--- src/lpc_pkg.sv ---
// Purpose: Shared constants and types of the local operator panel block.
// Assumes: core_clk runs at 10 MHz; set-point words are 12-bit, 0 = 4 mA, 4095 = 20 mA.
// Notes: Register offsets are byte addresses on a 32-bit APB.
package lpc_pkg;
  // Clock and time base
  localparam int CLK_HZ = 10_000_000;
  localparam int TICK_MS = 1;
  localparam int TICK_CYCLES = CLK_HZ / 1000 * TICK_MS;
  // Hold and flash times in milliseconds
  localparam int TUNE_HOLD_MS = 5000;
  localparam int RESTART_HOLD_MS = 10000;
  localparam int FACTORY_HOLD_MS = 30000;
  localparam int SLOW_FLASH_HZ = 5;
  localparam int FAST_FLASH_HZ = 10;
  localparam int SLOW_HALF_MS = 1000 / (2 * SLOW_FLASH_HZ);
  localparam int FAST_HALF_MS = 1000 / (2 * FAST_FLASH_HZ);
  localparam int DEBOUNCE_MS = 20;
  localparam int HOLD_W = 15;
  // Set-point word
  localparam int SP_W = 12;
  localparam logic [SP_W-1:0] SP_FULL = 12'hFFF;
  // Register offsets
  localparam logic [7:0] CTRL_OFS = 8'h00;
  localparam logic [7:0] SEAL_LO_OFS = 8'h04;
  localparam logic [7:0] SEAL_HI_OFS = 8'h08;
  localparam logic [7:0] CHAR_SEL_OFS = 8'h0C;
  localparam logic [7:0] STATUS_OFS = 8'h10;
  // Field positions
  localparam int CTRL_LOCK_BIT = 0;
  localparam int DIP_DIR = 0;
  localparam int DIP_SEAL = 1;
  localparam int DIP_CHAR = 2;
  localparam int DIP_MANUAL = 3;
  // Reset values: 2 % and 98 % of full scale, linear characteristic
  localparam logic [SP_W-1:0] SEAL_LO_RESET = 12'h052;
  localparam logic [SP_W-1:0] SEAL_HI_RESET = 12'hFAD;
  localparam logic [1:0] CHAR_SEL_RESET = 2'h0;
  localparam logic CTRL_LOCK_RESET = 1'b0;
  // Characteristic curves
  typedef enum logic [1:0] {
    LPC_CHAR_LINEAR,
    LPC_CHAR_EQUAL_PCT,
    LPC_CHAR_QUICK_OPEN,
    LPC_CHAR_SPARE
  } lpc_char_type;
  // Button hold sequencer
  typedef enum logic [1:0] {
    LPC_IDLE,
    LPC_BOTH,
    LPC_TUNE,
    LPC_DONE
  } lpc_hold_type;
endpackage

--- src/lpc_panel.sv ---
// Purpose: Local operator panel: buttons, DIP switches, green lamp, set-point shaping.
// Assumes: sp_in comes from core_clk logic; buttons and DIP switches are raw pins, high = pressed/ON.
// Notes: APB answers after two access cycles; pulses last one cycle.
// Operation
// - DIP 4 ON manual, OFF automatic
// - Panel inputs ignored while local lock set
// - Manual: button 1 held aerates
// - Manual: button 2 held deaerates
// - Both 10 to 30 s: 5 Hz, restart
// - Both over 30 s: 10 Hz, factory reset
// - Auto: button 1 5 s starts tuning
// - Auto: lamp flashes 5 Hz while button 1 stays held past 5 s
// - Direction ON: descending set-point mapping
// - Direction OFF: ascending set-point mapping
// - Seal ON: close below 2%, open above 98%
// - Lower seal threshold reprogrammable, factory default
// - DIP 3 ON: correction, OFF linear
// - DIP positions override software settings
// - Software seal/curve writes need DIP ON
// - Direction set only by its DIP
// - Untouched characteristic stays linear
//
// Chosen here: the placing of the registers and the APB register port.
module lpc_panel #(
  parameter int TICK_CYCLES = lpc_pkg::TICK_CYCLES,
  parameter int TUNE_MS = lpc_pkg::TUNE_HOLD_MS,
  parameter int RESTART_MS = lpc_pkg::RESTART_HOLD_MS,
  parameter int FACTORY_MS = lpc_pkg::FACTORY_HOLD_MS
) (
  // Clock and reset
  input wire logic core_clk,
  input wire logic rst_b,
  // APB slave
  input wire logic psel,
  input wire logic penable,
  input wire logic pwrite,
  input wire logic [7:0] paddr,
  input wire logic [31:0] pwdata,
  output logic [31:0] prdata,
  output logic pready,
  output logic pslverr,
  // Panel pins
  input wire logic [1:0] button_raw,
  input wire logic [3:0] dip_raw,
  output logic green_status_lamp,
  // Set-point path
  input wire logic [lpc_pkg::SP_W-1:0] sp_in,
  output logic [lpc_pkg::SP_W-1:0] valve_setpoint,
  // Valve and system commands
  output logic manual_mode,
  output logic aerate,
  output logic deaerate,
  output logic autotune_start,
  output logic restart_req,
  output logic factory_reset_req
);
  localparam int SP_W = lpc_pkg::SP_W;

  // Millisecond time base
  logic [15:0] tick_cnt;
  logic [15:0] next_tick_cnt;
  logic tick;
  logic next_tick;
  always_comb begin
    next_tick = 1'b0;
    next_tick_cnt = tick_cnt + 16'h0001;
    if (tick_cnt >= 16'(TICK_CYCLES - 1)) begin
      next_tick_cnt = 16'h0000;
      next_tick = 1'b1;
    end
  end
  always_ff @(posedge core_clk or negedge rst_b) begin
    if (!rst_b) begin
      tick_cnt <= 16'h0000;
      tick <= 1'b0;
    end else begin
      tick_cnt <= next_tick_cnt;
      tick <= next_tick;
    end
  end

  // Synchronised, debounced contacts
  logic [5:0] clean;
  lpc_debounce #(.W(6), .STABLE_TICKS(lpc_pkg::DEBOUNCE_MS)) u_debounce (
    .core_clk(core_clk),
    .rst_b(rst_b),
    .tick(tick),
    .raw({dip_raw, button_raw}),
    .clean(clean)
  );

  // Register file state
  logic lock;
  logic [SP_W-1:0] seal_lo;
  logic [SP_W-1:0] seal_hi;
  logic [1:0] char_sel;
  logic next_lock;
  logic [SP_W-1:0] next_seal_lo;
  logic [SP_W-1:0] next_seal_hi;
  logic [1:0] next_char_sel;
  logic [31:0] next_prdata;
  logic next_pready;
  logic next_pslverr;
  logic [3:0] dip_eff;
  logic [1:0] btn_eff;
  lpc_pkg::lpc_hold_type state;

  // Decode of mapped offsets
  function automatic logic is_mapped(input logic [7:0] a);
    is_mapped = (a == lpc_pkg::CTRL_OFS) || (a == lpc_pkg::SEAL_LO_OFS) || (a == lpc_pkg::SEAL_HI_OFS) ||
                (a == lpc_pkg::CHAR_SEL_OFS) || (a == lpc_pkg::STATUS_OFS);
  endfunction

  // APB access, writes land at the edge that samples pready high
  always_comb begin
    logic wr;
    wr = psel && penable && pready && pwrite;
    next_lock = lock;
    next_seal_lo = seal_lo;
    next_seal_hi = seal_hi;
    next_char_sel = char_sel;
    next_pready = psel && penable && !pready;
    next_pslverr = 1'b0;
    next_prdata = 32'h0000_0000;
    if (wr) begin
      case (paddr)
        lpc_pkg::CTRL_OFS: begin
          next_lock = pwdata[lpc_pkg::CTRL_LOCK_BIT];
        end
        lpc_pkg::SEAL_LO_OFS: begin
          if (dip_eff[lpc_pkg::DIP_SEAL]) begin
            next_seal_lo = pwdata[SP_W-1:0];
          end
        end
        lpc_pkg::SEAL_HI_OFS: begin
          if (dip_eff[lpc_pkg::DIP_SEAL]) begin
            next_seal_hi = pwdata[SP_W-1:0];
          end
        end
        lpc_pkg::CHAR_SEL_OFS: begin
          if (dip_eff[lpc_pkg::DIP_CHAR]) begin
            next_char_sel = pwdata[1:0];
          end
        end
        default: begin
        end
      endcase
    end
    if (psel && penable && !pready) begin
      next_pslverr = !is_mapped(paddr);
      case (paddr)
        lpc_pkg::CTRL_OFS: next_prdata = {31'h0000_0000, lock};
        lpc_pkg::SEAL_LO_OFS: next_prdata = {20'h0_0000, seal_lo};
        lpc_pkg::SEAL_HI_OFS: next_prdata = {20'h0_0000, seal_hi};
        lpc_pkg::CHAR_SEL_OFS: next_prdata = {30'h0000_0000, char_sel};
        lpc_pkg::STATUS_OFS: next_prdata = {22'h00_0000, state, lock, green_status_lamp, btn_eff, dip_eff};
        default: next_prdata = 32'h0000_0000;
      endcase
    end
  end
  always_ff @(posedge core_clk or negedge rst_b) begin
    if (!rst_b) begin
      lock <= lpc_pkg::CTRL_LOCK_RESET;
      seal_lo <= lpc_pkg::SEAL_LO_RESET;
      seal_hi <= lpc_pkg::SEAL_HI_RESET;
      char_sel <= lpc_pkg::CHAR_SEL_RESET;
      prdata <= 32'h0000_0000;
      pready <= 1'b0;
      pslverr <= 1'b0;
    end else begin
      lock <= next_lock;
      seal_lo <= next_seal_lo;
      seal_hi <= next_seal_hi;
      char_sel <= next_char_sel;
      prdata <= next_prdata;
      pready <= next_pready;
      pslverr <= next_pslverr;
    end
  end

  // Accepted panel inputs: frozen switches and released buttons while locked
  logic [3:0] next_dip_eff;
  logic [1:0] next_btn_eff;
  always_comb begin
    next_dip_eff = lock ? dip_eff : clean[5:2];
    next_btn_eff = lock ? 2'h0 : clean[1:0];
  end
  always_ff @(posedge core_clk or negedge rst_b) begin
    if (!rst_b) begin
      dip_eff <= 4'h0;
      btn_eff <= 2'h0;
    end else begin
      dip_eff <= next_dip_eff;
      btn_eff <= next_btn_eff;
    end
  end

  // Button hold sequencer and lamp flasher
  localparam int HOLD_W_L = lpc_pkg::HOLD_W;
  logic [HOLD_W_L-1:0] hold_ms;
  logic [7:0] flash_ms;
  lpc_pkg::lpc_hold_type next_state;
  logic [HOLD_W_L-1:0] next_hold_ms;
  logic [7:0] next_flash_ms;
  logic next_lamp;
  logic next_aerate;
  logic next_deaerate;
  logic next_tune;
  logic next_restart;
  logic next_factory;
  logic next_manual;
  always_comb begin
    logic both;
    logic [7:0] half;
    logic flashing;
    both = btn_eff == 2'h3;
    next_state = state;
    next_hold_ms = hold_ms;
    next_tune = 1'b0;
    next_restart = 1'b0;
    next_factory = 1'b0;
    next_manual = dip_eff[lpc_pkg::DIP_MANUAL];
    // Valve drive only in manual, single button held
    next_aerate = next_manual && btn_eff == 2'h1;
    next_deaerate = next_manual && btn_eff == 2'h2;
    if (tick && hold_ms != {HOLD_W_L{1'b1}}) begin
      next_hold_ms = hold_ms + 1'b1;
    end
    case (state)
      lpc_pkg::LPC_IDLE: begin
        next_hold_ms = '0;
        if (both) begin
          next_state = lpc_pkg::LPC_BOTH;
        end else if (btn_eff == 2'h1 && !next_manual) begin
          next_state = lpc_pkg::LPC_TUNE;
        end
      end
      lpc_pkg::LPC_BOTH: begin
        if (!both) begin
          next_state = lpc_pkg::LPC_DONE;
          if (hold_ms >= HOLD_W_L'(FACTORY_MS)) begin
            next_factory = 1'b1;
          end else if (hold_ms >= HOLD_W_L'(RESTART_MS)) begin
            next_restart = 1'b1;
          end
        end
      end
      lpc_pkg::LPC_TUNE: begin
        if (both) begin
          next_state = lpc_pkg::LPC_BOTH;
          next_hold_ms = '0;
        end else if (btn_eff != 2'h1 || next_manual) begin
          next_state = lpc_pkg::LPC_DONE;
        end else if (tick && hold_ms == HOLD_W_L'(TUNE_MS - 1)) begin
          next_tune = 1'b1;
        end
      end
      lpc_pkg::LPC_DONE: begin
        if (btn_eff == 2'h0) begin
          next_state = lpc_pkg::LPC_IDLE;
        end
      end
      default: begin
        next_state = lpc_pkg::LPC_IDLE;
      end
    endcase
    // Flash rate from hold phase
    flashing = 1'b1;
    half = 8'(lpc_pkg::SLOW_HALF_MS);
    if (state == lpc_pkg::LPC_BOTH && hold_ms >= HOLD_W_L'(FACTORY_MS)) begin
      half = 8'(lpc_pkg::FAST_HALF_MS);
    end else if (state == lpc_pkg::LPC_BOTH && hold_ms >= HOLD_W_L'(RESTART_MS)) begin
      half = 8'(lpc_pkg::SLOW_HALF_MS);
    end else if (state == lpc_pkg::LPC_TUNE && hold_ms >= HOLD_W_L'(TUNE_MS)) begin
      half = 8'(lpc_pkg::SLOW_HALF_MS);
    end else begin
      flashing = 1'b0;
    end
    next_flash_ms = flash_ms;
    next_lamp = green_status_lamp;
    if (!flashing) begin
      next_flash_ms = 8'h00;
      next_lamp = 1'b0;
    end else if (tick) begin
      if (flash_ms >= half - 8'h01) begin
        next_flash_ms = 8'h00;
        next_lamp = !green_status_lamp;
      end else begin
        next_flash_ms = flash_ms + 8'h01;
      end
    end
  end
  always_ff @(posedge core_clk or negedge rst_b) begin
    if (!rst_b) begin
      state <= lpc_pkg::LPC_IDLE;
      hold_ms <= '0;
      flash_ms <= 8'h00;
      green_status_lamp <= 1'b0;
      aerate <= 1'b0;
      deaerate <= 1'b0;
      autotune_start <= 1'b0;
      restart_req <= 1'b0;
      factory_reset_req <= 1'b0;
      manual_mode <= 1'b0;
    end else begin
      state <= next_state;
      hold_ms <= next_hold_ms;
      flash_ms <= next_flash_ms;
      green_status_lamp <= next_lamp;
      aerate <= next_aerate;
      deaerate <= next_deaerate;
      autotune_start <= next_tune;
      restart_req <= next_restart;
      factory_reset_req <= next_factory;
      manual_mode <= next_manual;
    end
  end

  // Set-point shaping: direction, characteristic, sealing
  logic [SP_W-1:0] next_setpoint;
  always_comb begin
    logic [SP_W-1:0] s_dir;
    logic [SP_W-1:0] s_inv;
    logic [2*SP_W-1:0] sq;
    logic [SP_W-1:0] s_chr;
    // Only the switch decides the direction
    s_dir = dip_eff[lpc_pkg::DIP_DIR] ? lpc_pkg::SP_FULL - sp_in : sp_in;
    s_inv = lpc_pkg::SP_FULL - s_dir;
    sq = '0;
    s_chr = s_dir;
    if (dip_eff[lpc_pkg::DIP_CHAR]) begin
      case (lpc_pkg::lpc_char_type'(char_sel))
        lpc_pkg::LPC_CHAR_EQUAL_PCT: begin
          sq = s_dir * s_dir;
          s_chr = sq[2*SP_W-1:SP_W];
        end
        lpc_pkg::LPC_CHAR_QUICK_OPEN: begin
          sq = s_inv * s_inv;
          s_chr = lpc_pkg::SP_FULL - sq[2*SP_W-1:SP_W];
        end
        default: begin
          s_chr = s_dir;
        end
      endcase
    end
    next_setpoint = s_chr;
    if (dip_eff[lpc_pkg::DIP_SEAL]) begin
      if (s_chr < seal_lo) begin
        next_setpoint = '0;
      end else if (s_chr > seal_hi) begin
        next_setpoint = lpc_pkg::SP_FULL;
      end
    end
  end
  always_ff @(posedge core_clk or negedge rst_b) begin
    if (!rst_b) begin
      valve_setpoint <= '0;
    end else begin
      valve_setpoint <= next_setpoint;
    end
  end
endmodule

--- src/lpc_debounce.sv ---
// Purpose: Synchronise and debounce a group of panel contacts.
// Assumes: tick is a one-cycle pulse every millisecond from core_clk logic.
// Notes: Output changes only after the synced level stays put for STABLE_TICKS ticks.
module lpc_debounce #(
  parameter int W = 6,
  parameter int STABLE_TICKS = lpc_pkg::DEBOUNCE_MS
) (
  // Clock and reset
  input wire logic core_clk,
  input wire logic rst_b,
  // Time base
  input wire logic tick,
  // Contacts
  input wire logic [W-1:0] raw,
  output logic [W-1:0] clean
);
  genvar i;
  generate
    for (i = 0; i < W; i++) begin : g_bit
      logic sync1;
      logic sync2;
      logic [7:0] cnt;
      logic [7:0] next_cnt;
      logic next_clean;
      logic q;
      // One process owns each filtered bit
      assign clean[i] = q;
      // Count ticks while the synced level differs from the output
      always_comb begin
        next_cnt = cnt;
        next_clean = q;
        if (sync2 == q) begin
          next_cnt = 8'h00;
        end else if (tick) begin
          if (cnt >= 8'(STABLE_TICKS - 1)) begin
            next_clean = sync2;
            next_cnt = 8'h00;
          end else begin
            next_cnt = cnt + 8'h01;
          end
        end
      end
      // Two-stage synchroniser and filter state
      always_ff @(posedge core_clk or negedge rst_b) begin
        if (!rst_b) begin
          sync1 <= 1'b0;
          sync2 <= 1'b0;
          cnt <= 8'h00;
          q <= 1'b0;
        end else begin
          sync1 <= raw[i];
          sync2 <= sync1;
          cnt <= next_cnt;
          q <= next_clean;
        end
      end
    end
  endgenerate
endmodule

--- config.mk ---
export PLATFORM = sky130hd
export DESIGN_NAME = lpc_panel
export DESIGN_NICKNAME = d
export VERILOG_FILES = /design/src/lpc_pkg.sv /design/src/lpc_panel.sv /design/src/lpc_debounce.sv
export SDC_FILE = /design/constraint.sdc
export NUM_CORES = 1
export LEC_CHECK = 0
export ABC_AREA = 1
export BUFFER_PORTS_ARGS = -buffer_cell sky130_fd_sc_hd__buf_2
export CAP_MARGIN = 0
export CORE_ASPECT_RATIO = 0.9
export CORE_MARGIN = 2
export CORE_UTILIZATION = 50
export DETAILED_ROUTE_END_ITERATION = 8
export PLACE_DENSITY = 0.68
export REMOVE_ABC_BUFFERS = 1
export SKIP_LAST_GASP = 1
export SYNTH_ARGS = -nofsm -noshare
export SYNTH_HDL_FRONTEND = slang
export SYNTH_HIERARCHICAL = 1
export SYNTH_SLANG_ARGS = --single-unit
--- constraint.sdc ---
create_clock -name core_clk -period 17.8 [get_ports core_clk]
set_input_delay 2.67 -clock core_clk [delete_from_list [all_inputs] [get_ports core_clk]]
set_output_delay 2.67 -clock core_clk [all_outputs]
set_load 0.01 [all_outputs]
# == After elaboration in Yosys (flattened, before gate mapping) ==
# Index checks and enable logic that the tools add are counted.
# word_totals
reg_bits,194
word_cells,210
# classes
n_addsub,13
n_mul,2
order_cmp,13
n_eq_ne,27
mux,61
bitwise_logic,6
n_reduce_logical,42
# ops
op,n
two-way mux 8 bit,21
two-way mux 12 bit,6
case mux 12 bit (5 select lines),1
"adder 8 x 1 -> 8 bit, second input constant",7
"greater-or-equal comparator 8 x 5 -> 1 bit, second input constant",6
multiplier 12 x 12 -> 24 bit,2
"subtractor 12 bit, first input constant",3
two-way mux 15 bit,2
case mux 15 bit (2 select lines),1
AND reduction 3 bit,9
case mux 12 bit (2 select lines),1
two-way mux 1 bit,19
"adder 16 x 1 -> 16 bit, second input constant",1
"== test 8 x 4 -> 1 bit, second input constant",2
"greater-or-equal comparator 16 x 14 -> 1 bit, second input constant",1
two-way mux 16 bit,1
"adder 15 x 1 -> 15 bit, second input constant",1
"== test 15 x 13 -> 1 bit, second input constant",1
"greater-or-equal comparator 15 x 13 -> 1 bit, second input constant",1
"greater-or-equal comparator 15 x 14 -> 1 bit, second input constant",1
"greater-or-equal comparator 15 bit, second input constant",1
"!= test 15 bit, second input constant",1
two-way mux 2 bit,7
greater-than comparator 12 bit,1
22 further kinds,67

# == Longest topological paths before layout ==
# logic_depth
ltp_word,11
depth_mapped,44

# == By module ==
# Netlist, hierarchy kept.
# modules_own_cells
mod,instances,cells_per_inst,area_each_um2,seq_area_each_um2
lpc_panel,1,1755,13849.5,2717.6
lpc_debounce,1,394,3357.0,1651.6

# == Least setup slack after synthesis ==
# Ideal clock, no wire load.
# synth_timing
kind,input to register
start,input port sp_in[9] (netlist bit)
end,register valve_setpoint[10] (netlist bit)
setup_ns,0.141
t_arrival_ns,9.407
required_time_ns,17.659
setup_slack_ns,8.251
cell_stages,31
path_buffers,2
path_cell_list,or2_2 > nand2_1 > clkbuf_1 > nand2_1 > fa_1 > inv_1 > fa_1 > fa_1 > fa_1 > inv_1 > fa_1 > inv_1 > ha_1 > a21oi_1 > o21ai_0 > a21oi_1 > o21ai_0 > a21boi_0 > nand2_1 > nand2_1 > o221ai_1 > o21ai_0 > inv_1 > ha_1 > a21oi_1 > o21ai_0 > nand3_1 > a21oi_1 > a2111oi_0 > clkbuf_1 > a21oi_2
# synth_between
elab_chain_cells,11
word_cells_on_any_way,13
cone_classes,3 x add/sub; 2 x mul; 2 x order compare; 6 x mux
# synth_lines
item,line_no,rtl
"start, declared",lpc_panel.sv:47,"input wire logic [lpc_pkg::SP_W-1:0] sp_in,"
subtractor 12 bit,lpc_panel.sv:327,s_dir = dip_eff[lpc_pkg::DIP_DIR] ? lpc_pkg::SP_FULL - sp_in : sp_in;
two-way mux 12 bit *,lpc_panel.sv:327,
subtractor 12 bit,lpc_panel.sv:328,s_inv = lpc_pkg::SP_FULL - s_dir;
multiplier 12 x 12 -> 24 bit,lpc_panel.sv:338,sq = s_inv * s_inv;
subtractor 12 bit,lpc_panel.sv:339,s_chr = lpc_pkg::SP_FULL - sq[2*SP_W-1:SP_W];
case mux 12 bit (2 select lines),lpc_panel.sv:332,case (lpc_pkg::lpc_char_type'(char_sel))
two-way mux 12 bit *,lpc_panel.sv:331,if (dip_eff[lpc_pkg::DIP_CHAR]) begin
greater-than comparator 12 bit,lpc_panel.sv:350,end else if (s_chr > seal_hi) begin
two-way mux 12 bit,lpc_panel.sv:350,
two-way mux 12 bit,lpc_panel.sv:348,if (s_chr < seal_lo) begin
two-way mux 12 bit *,lpc_panel.sv:347,if (dip_eff[lpc_pkg::DIP_SEAL]) begin
via next_setpoint[10],lpc_panel.sv:320,logic [SP_W-1:0] next_setpoint;
"end signal, assigned",lpc_panel.sv:359,valve_setpoint <= next_setpoint;
"end, declared",lpc_panel.sv:48,"output logic [lpc_pkg::SP_W-1:0] valve_setpoint,"
# Mark *: on every way through the listed nets, which the timed path passes. The rest lies on a longest branch.
# A chain may end at the register's enable or synchronous reset.

# == Final worst setup path ==
# layout_timing
start,input port sp_in[11] (netlist bit)
end,register valve_setpoint[0] (netlist bit)
# Same word-level chain as after synthesis.

==> flow_metrics.py <==
metrics = {
    "global_routing": {
        "overflow": 0,
        "antenna_found_initial": 0,
        "grt_first_pass_wirelength_um": 64600,
        "grt_pass1_vias": 13200,
        "grt_use_total_pct": 22.4,
        "grt_max_degree": 100,
    },
    "route": {
        "first_pass_iters": 5,
        "via_count": 13600,
        "wire_per_inst_um": 14.3,
        "ant_nets": 0,
        "wl_um": 38300,
        "post-route-drc-count": 0,
        "vias_per_cell": 5.09,
        "drt_iter0_drc": 854,
    },
    "layout": {
        "ff_latch_area_um2": 4370,
        "n_fill_cell": 3220,
        "drive_gt1_share_pct": 9.29,
        "multi_input_area_um2": 10700,
        "n_antenna_cell": 0,
        "area_growth_pct": 7.80,
        "final_util_pct": 54.6,
        "nets": 2577,
    },
    "timing": {
        "hold_viol_final": 0,
        "max_freq_mhz": 93.8,
        "tns_ns": 0,
        "period_share_pct": 59.9,
        "rsz0062_at_grt": "false",
        "skew_ns": 0.0102,
        "slew_viol_final": 0,
        "period_needed_ns": 10.66,
        "finalSetupViolCount": 0,
        "slew_headroom_pct": 33.5,
        "worst_pin_slew_ns": 0.997,
    },
    "place": {
        "port_buffers": 75,
        "dp_hpwl_um": 29800,
        "globalplace.congestion": 0.900,
    },
    "setup_path": {
        "r2r_setup_slack_ns": 8.67,
        "worstRegToRegCells": 35,
        "cp-startpoint": "sp_in[11]",
        "crit_end": "valve_setpoint[0]",
        "crit_top_cell": "inv_1",
        "cp.arrival_ns": 10.98,
        "critPathLaunchType": "input pin",
        "end_kind": "flop",
        "critPathKind": "input pin to flop",
        "r2r-end": "valve_setpoint[0]",
        "r2r-start": "dip_eff[0]",
        "cp.required_ns": 18.13,
        "cp_slowest_cell": "xor2_2",
        "slowest_delay_ns": 0.76,
        "critPathMaxFanout": 14,
    },
    "job": {
        "drv_cap": 0,
    },
    "worst_hold_path": {
        "hp-start": "u_debounce/g_bit[3].sync1",
        "hp-class": "flop to flop",
        "hold_depth": 0,
    },
    "clock_network": {
        "post_cts_buffers": 0,
        "htree_levels": 4,
        "tritoncts": "done",
        "cts-buffers-inserted": 17,
        "clock_sinks": 174,
        "root_buffer": "clkbuf_16",
        "clk_latency_ns": 0.44,
        "cts_resized": 0,
        "clk_pin_slew_ns": 0.07,
        "cts_hold_buf": 0,
        "cts_buffer_depth": 2,
    },
    "outcome": {
        "status": "completed",
    },
    "yosys": {
        "async_reset_ff_share_pct": 100,
        "yosysSeqAreaShare_pct": 25.4,
        "synthCells": 2149,
        "synth-main-ff-cell": "dfrtp_1",
        "ys_seq_elements": 174,
        "netlist_area_um2": 17200,
        "yosysTopAreaCell": "dfrtp_1",
        "synth_area_per_cell_um2": 8.01,
        "synthTopCellsByCount": "inv_1 (477), nand2_1 (368), nor2_1 (229)",
        "yosysWarnings": 6,
        "synth_top_cell_area_share_pct": 23.6,
        "ys_types": 59,
        "synth.most_common_cell": "inv_1",
        "synth_edf_count": 0,
        "synth_area_leaders": "dfrtp_1 (24%), fa_1 (18%), ha_1 (11%), inv_1 (10%), nand2_1 (8.0%)",
    },
    "pwr": {
        "power_mw": 1.97,
        "leakagePower_nw": 9.71,
        "peakVddDrop_uv": 79.7,
        "powerDensity_nw_per_um2": 106,
    },
    "floorplan": {
        "die_h_um": 180,
        "num_rows": 64,
        "initial_utilization_pct": 50.7,
        "die_area_um2": 35900,
        "ioPinCount": 116,
        "fp.coreArea_um2": 34000,
        "die-width_um": 200,
    },
}
## metrics by stage
stage | hold slack (ns) | setup WS [ns] | instances | area, µm²
5_1_grt | 0.361 | 6.47 | 2679 | 18500
6_report | 0.349 | 7.14 | 2679 | 18500
3_5_place_dp | 0.335 | 6.73 | 2647 | 17900
3_3_place_gp | 0.333 | 6.79 | 2647 | 17900
2_1_floorplan | 0.331 | 6.12 | 2095 | 16800
4_1_cts | 0.351 | 7.19 | 2679 | 18500
## logic make-up after synthesis
logic type / count (synthesis) / synth area share [%]
other: 1 / 0.0218
XOR/XNOR: 44 / 2.24
AND/OR/NAND/NOR: 795 / 20.4
buffers and inverters: 556 / 13.2
flip-flops: 174 / 25.4
adder cells (fa/ha/maj): 310 / 29.3
AO/OA/AOI/OAI: 269 / 9.54
## layer usage
metal	vias up	global-route usage (%)	routed length [µm]
li1	6721	-	-
met1	6572	32.5	18100
met2	309	35.6	17800
met3	44	2.72	1650
met4	0	5.81	790
met5	-	0	0
## state kept, by name (all words and copies together) (netlist names), 4 cells and up
name	count
seal_lo	12
u_debounce/g_bit.q	6
u_debounce/g_bit.sync2	6
dip_eff	4
valve_setpoint	12
flash_ms	8
hold_ms	15
tick_cnt	16
seal_hi	12
prdata	12
u_debounce/g_bit.sync1	6
u_debounce/g_bit.cnt	48
## power breakdown
group / switching (mW) / internal [mW]
Sequential: 0.00657 / 0.402
Combinational: 0.739 / 0.427
Clock: 0.170 / 0.226
## layout by cell type (no fill, tap or decap), drive strengths merged, types with 3 or more instances in the layout
cell type	count
a211oi	5
a21boi	9
a21o	5
a21oi	111
a31oi	6
and3	3
buf	90
bufinv	3
clkbuf	17
clkinv	5
conb	22
dfrtp	162
dfstp	12
fa	154
ha	156
inv	487
nand2	387
nand3	86
nand4	21
nor2	248
nor3	20
nor3b	8
nor4	8
o21a	8
o21ai	84
o21bai	6
o221ai	7
o22ai	12
o31ai	3
or2	12
xnor2	13
xor2	31
## how the worst min path moves through the flow
| stage | slack (ns) | to |
|---|---|---|
| 2_1_floorplan | 0.33 | u_debounce/g_bit[0].sync2 |
| 3_3_place_gp | 0.33 | u_debounce/g_bit[3].sync2 |
| 3_5_place_dp | 0.33 | u_debounce/g_bit[3].sync2 |
| 4_1_cts | 0.35 | u_debounce/g_bit[3].sync2 |
| 5_1_grt | 0.36 | u_debounce/g_bit[3].sync2 |
| 6_report | 0.35 | u_debounce/g_bit[3].sync2 |
## critical path, delay by kind of cell
kind | cells | cell delay [ns]
AND/OR/NAND/NOR | 11 | 1.36
XOR/XNOR | 1 | 0.76
buffers and inverters | 10 | 1.43
adder cells (fa/ha/maj) | 7 | 3.24
AO/OA/AOI/OAI | 7 | 1.52
## final cells by class
cell class              instances  area share [%]
clock buffers                  17            2.29
clock inverters                15            1.08
inverters                     481            9.82
multi-input cells            1440            57.5
flip-flops and latches        174            23.6
well taps                     462            3.12
repair buffers                 90            2.66
Power figures use the tool's default switching activity.
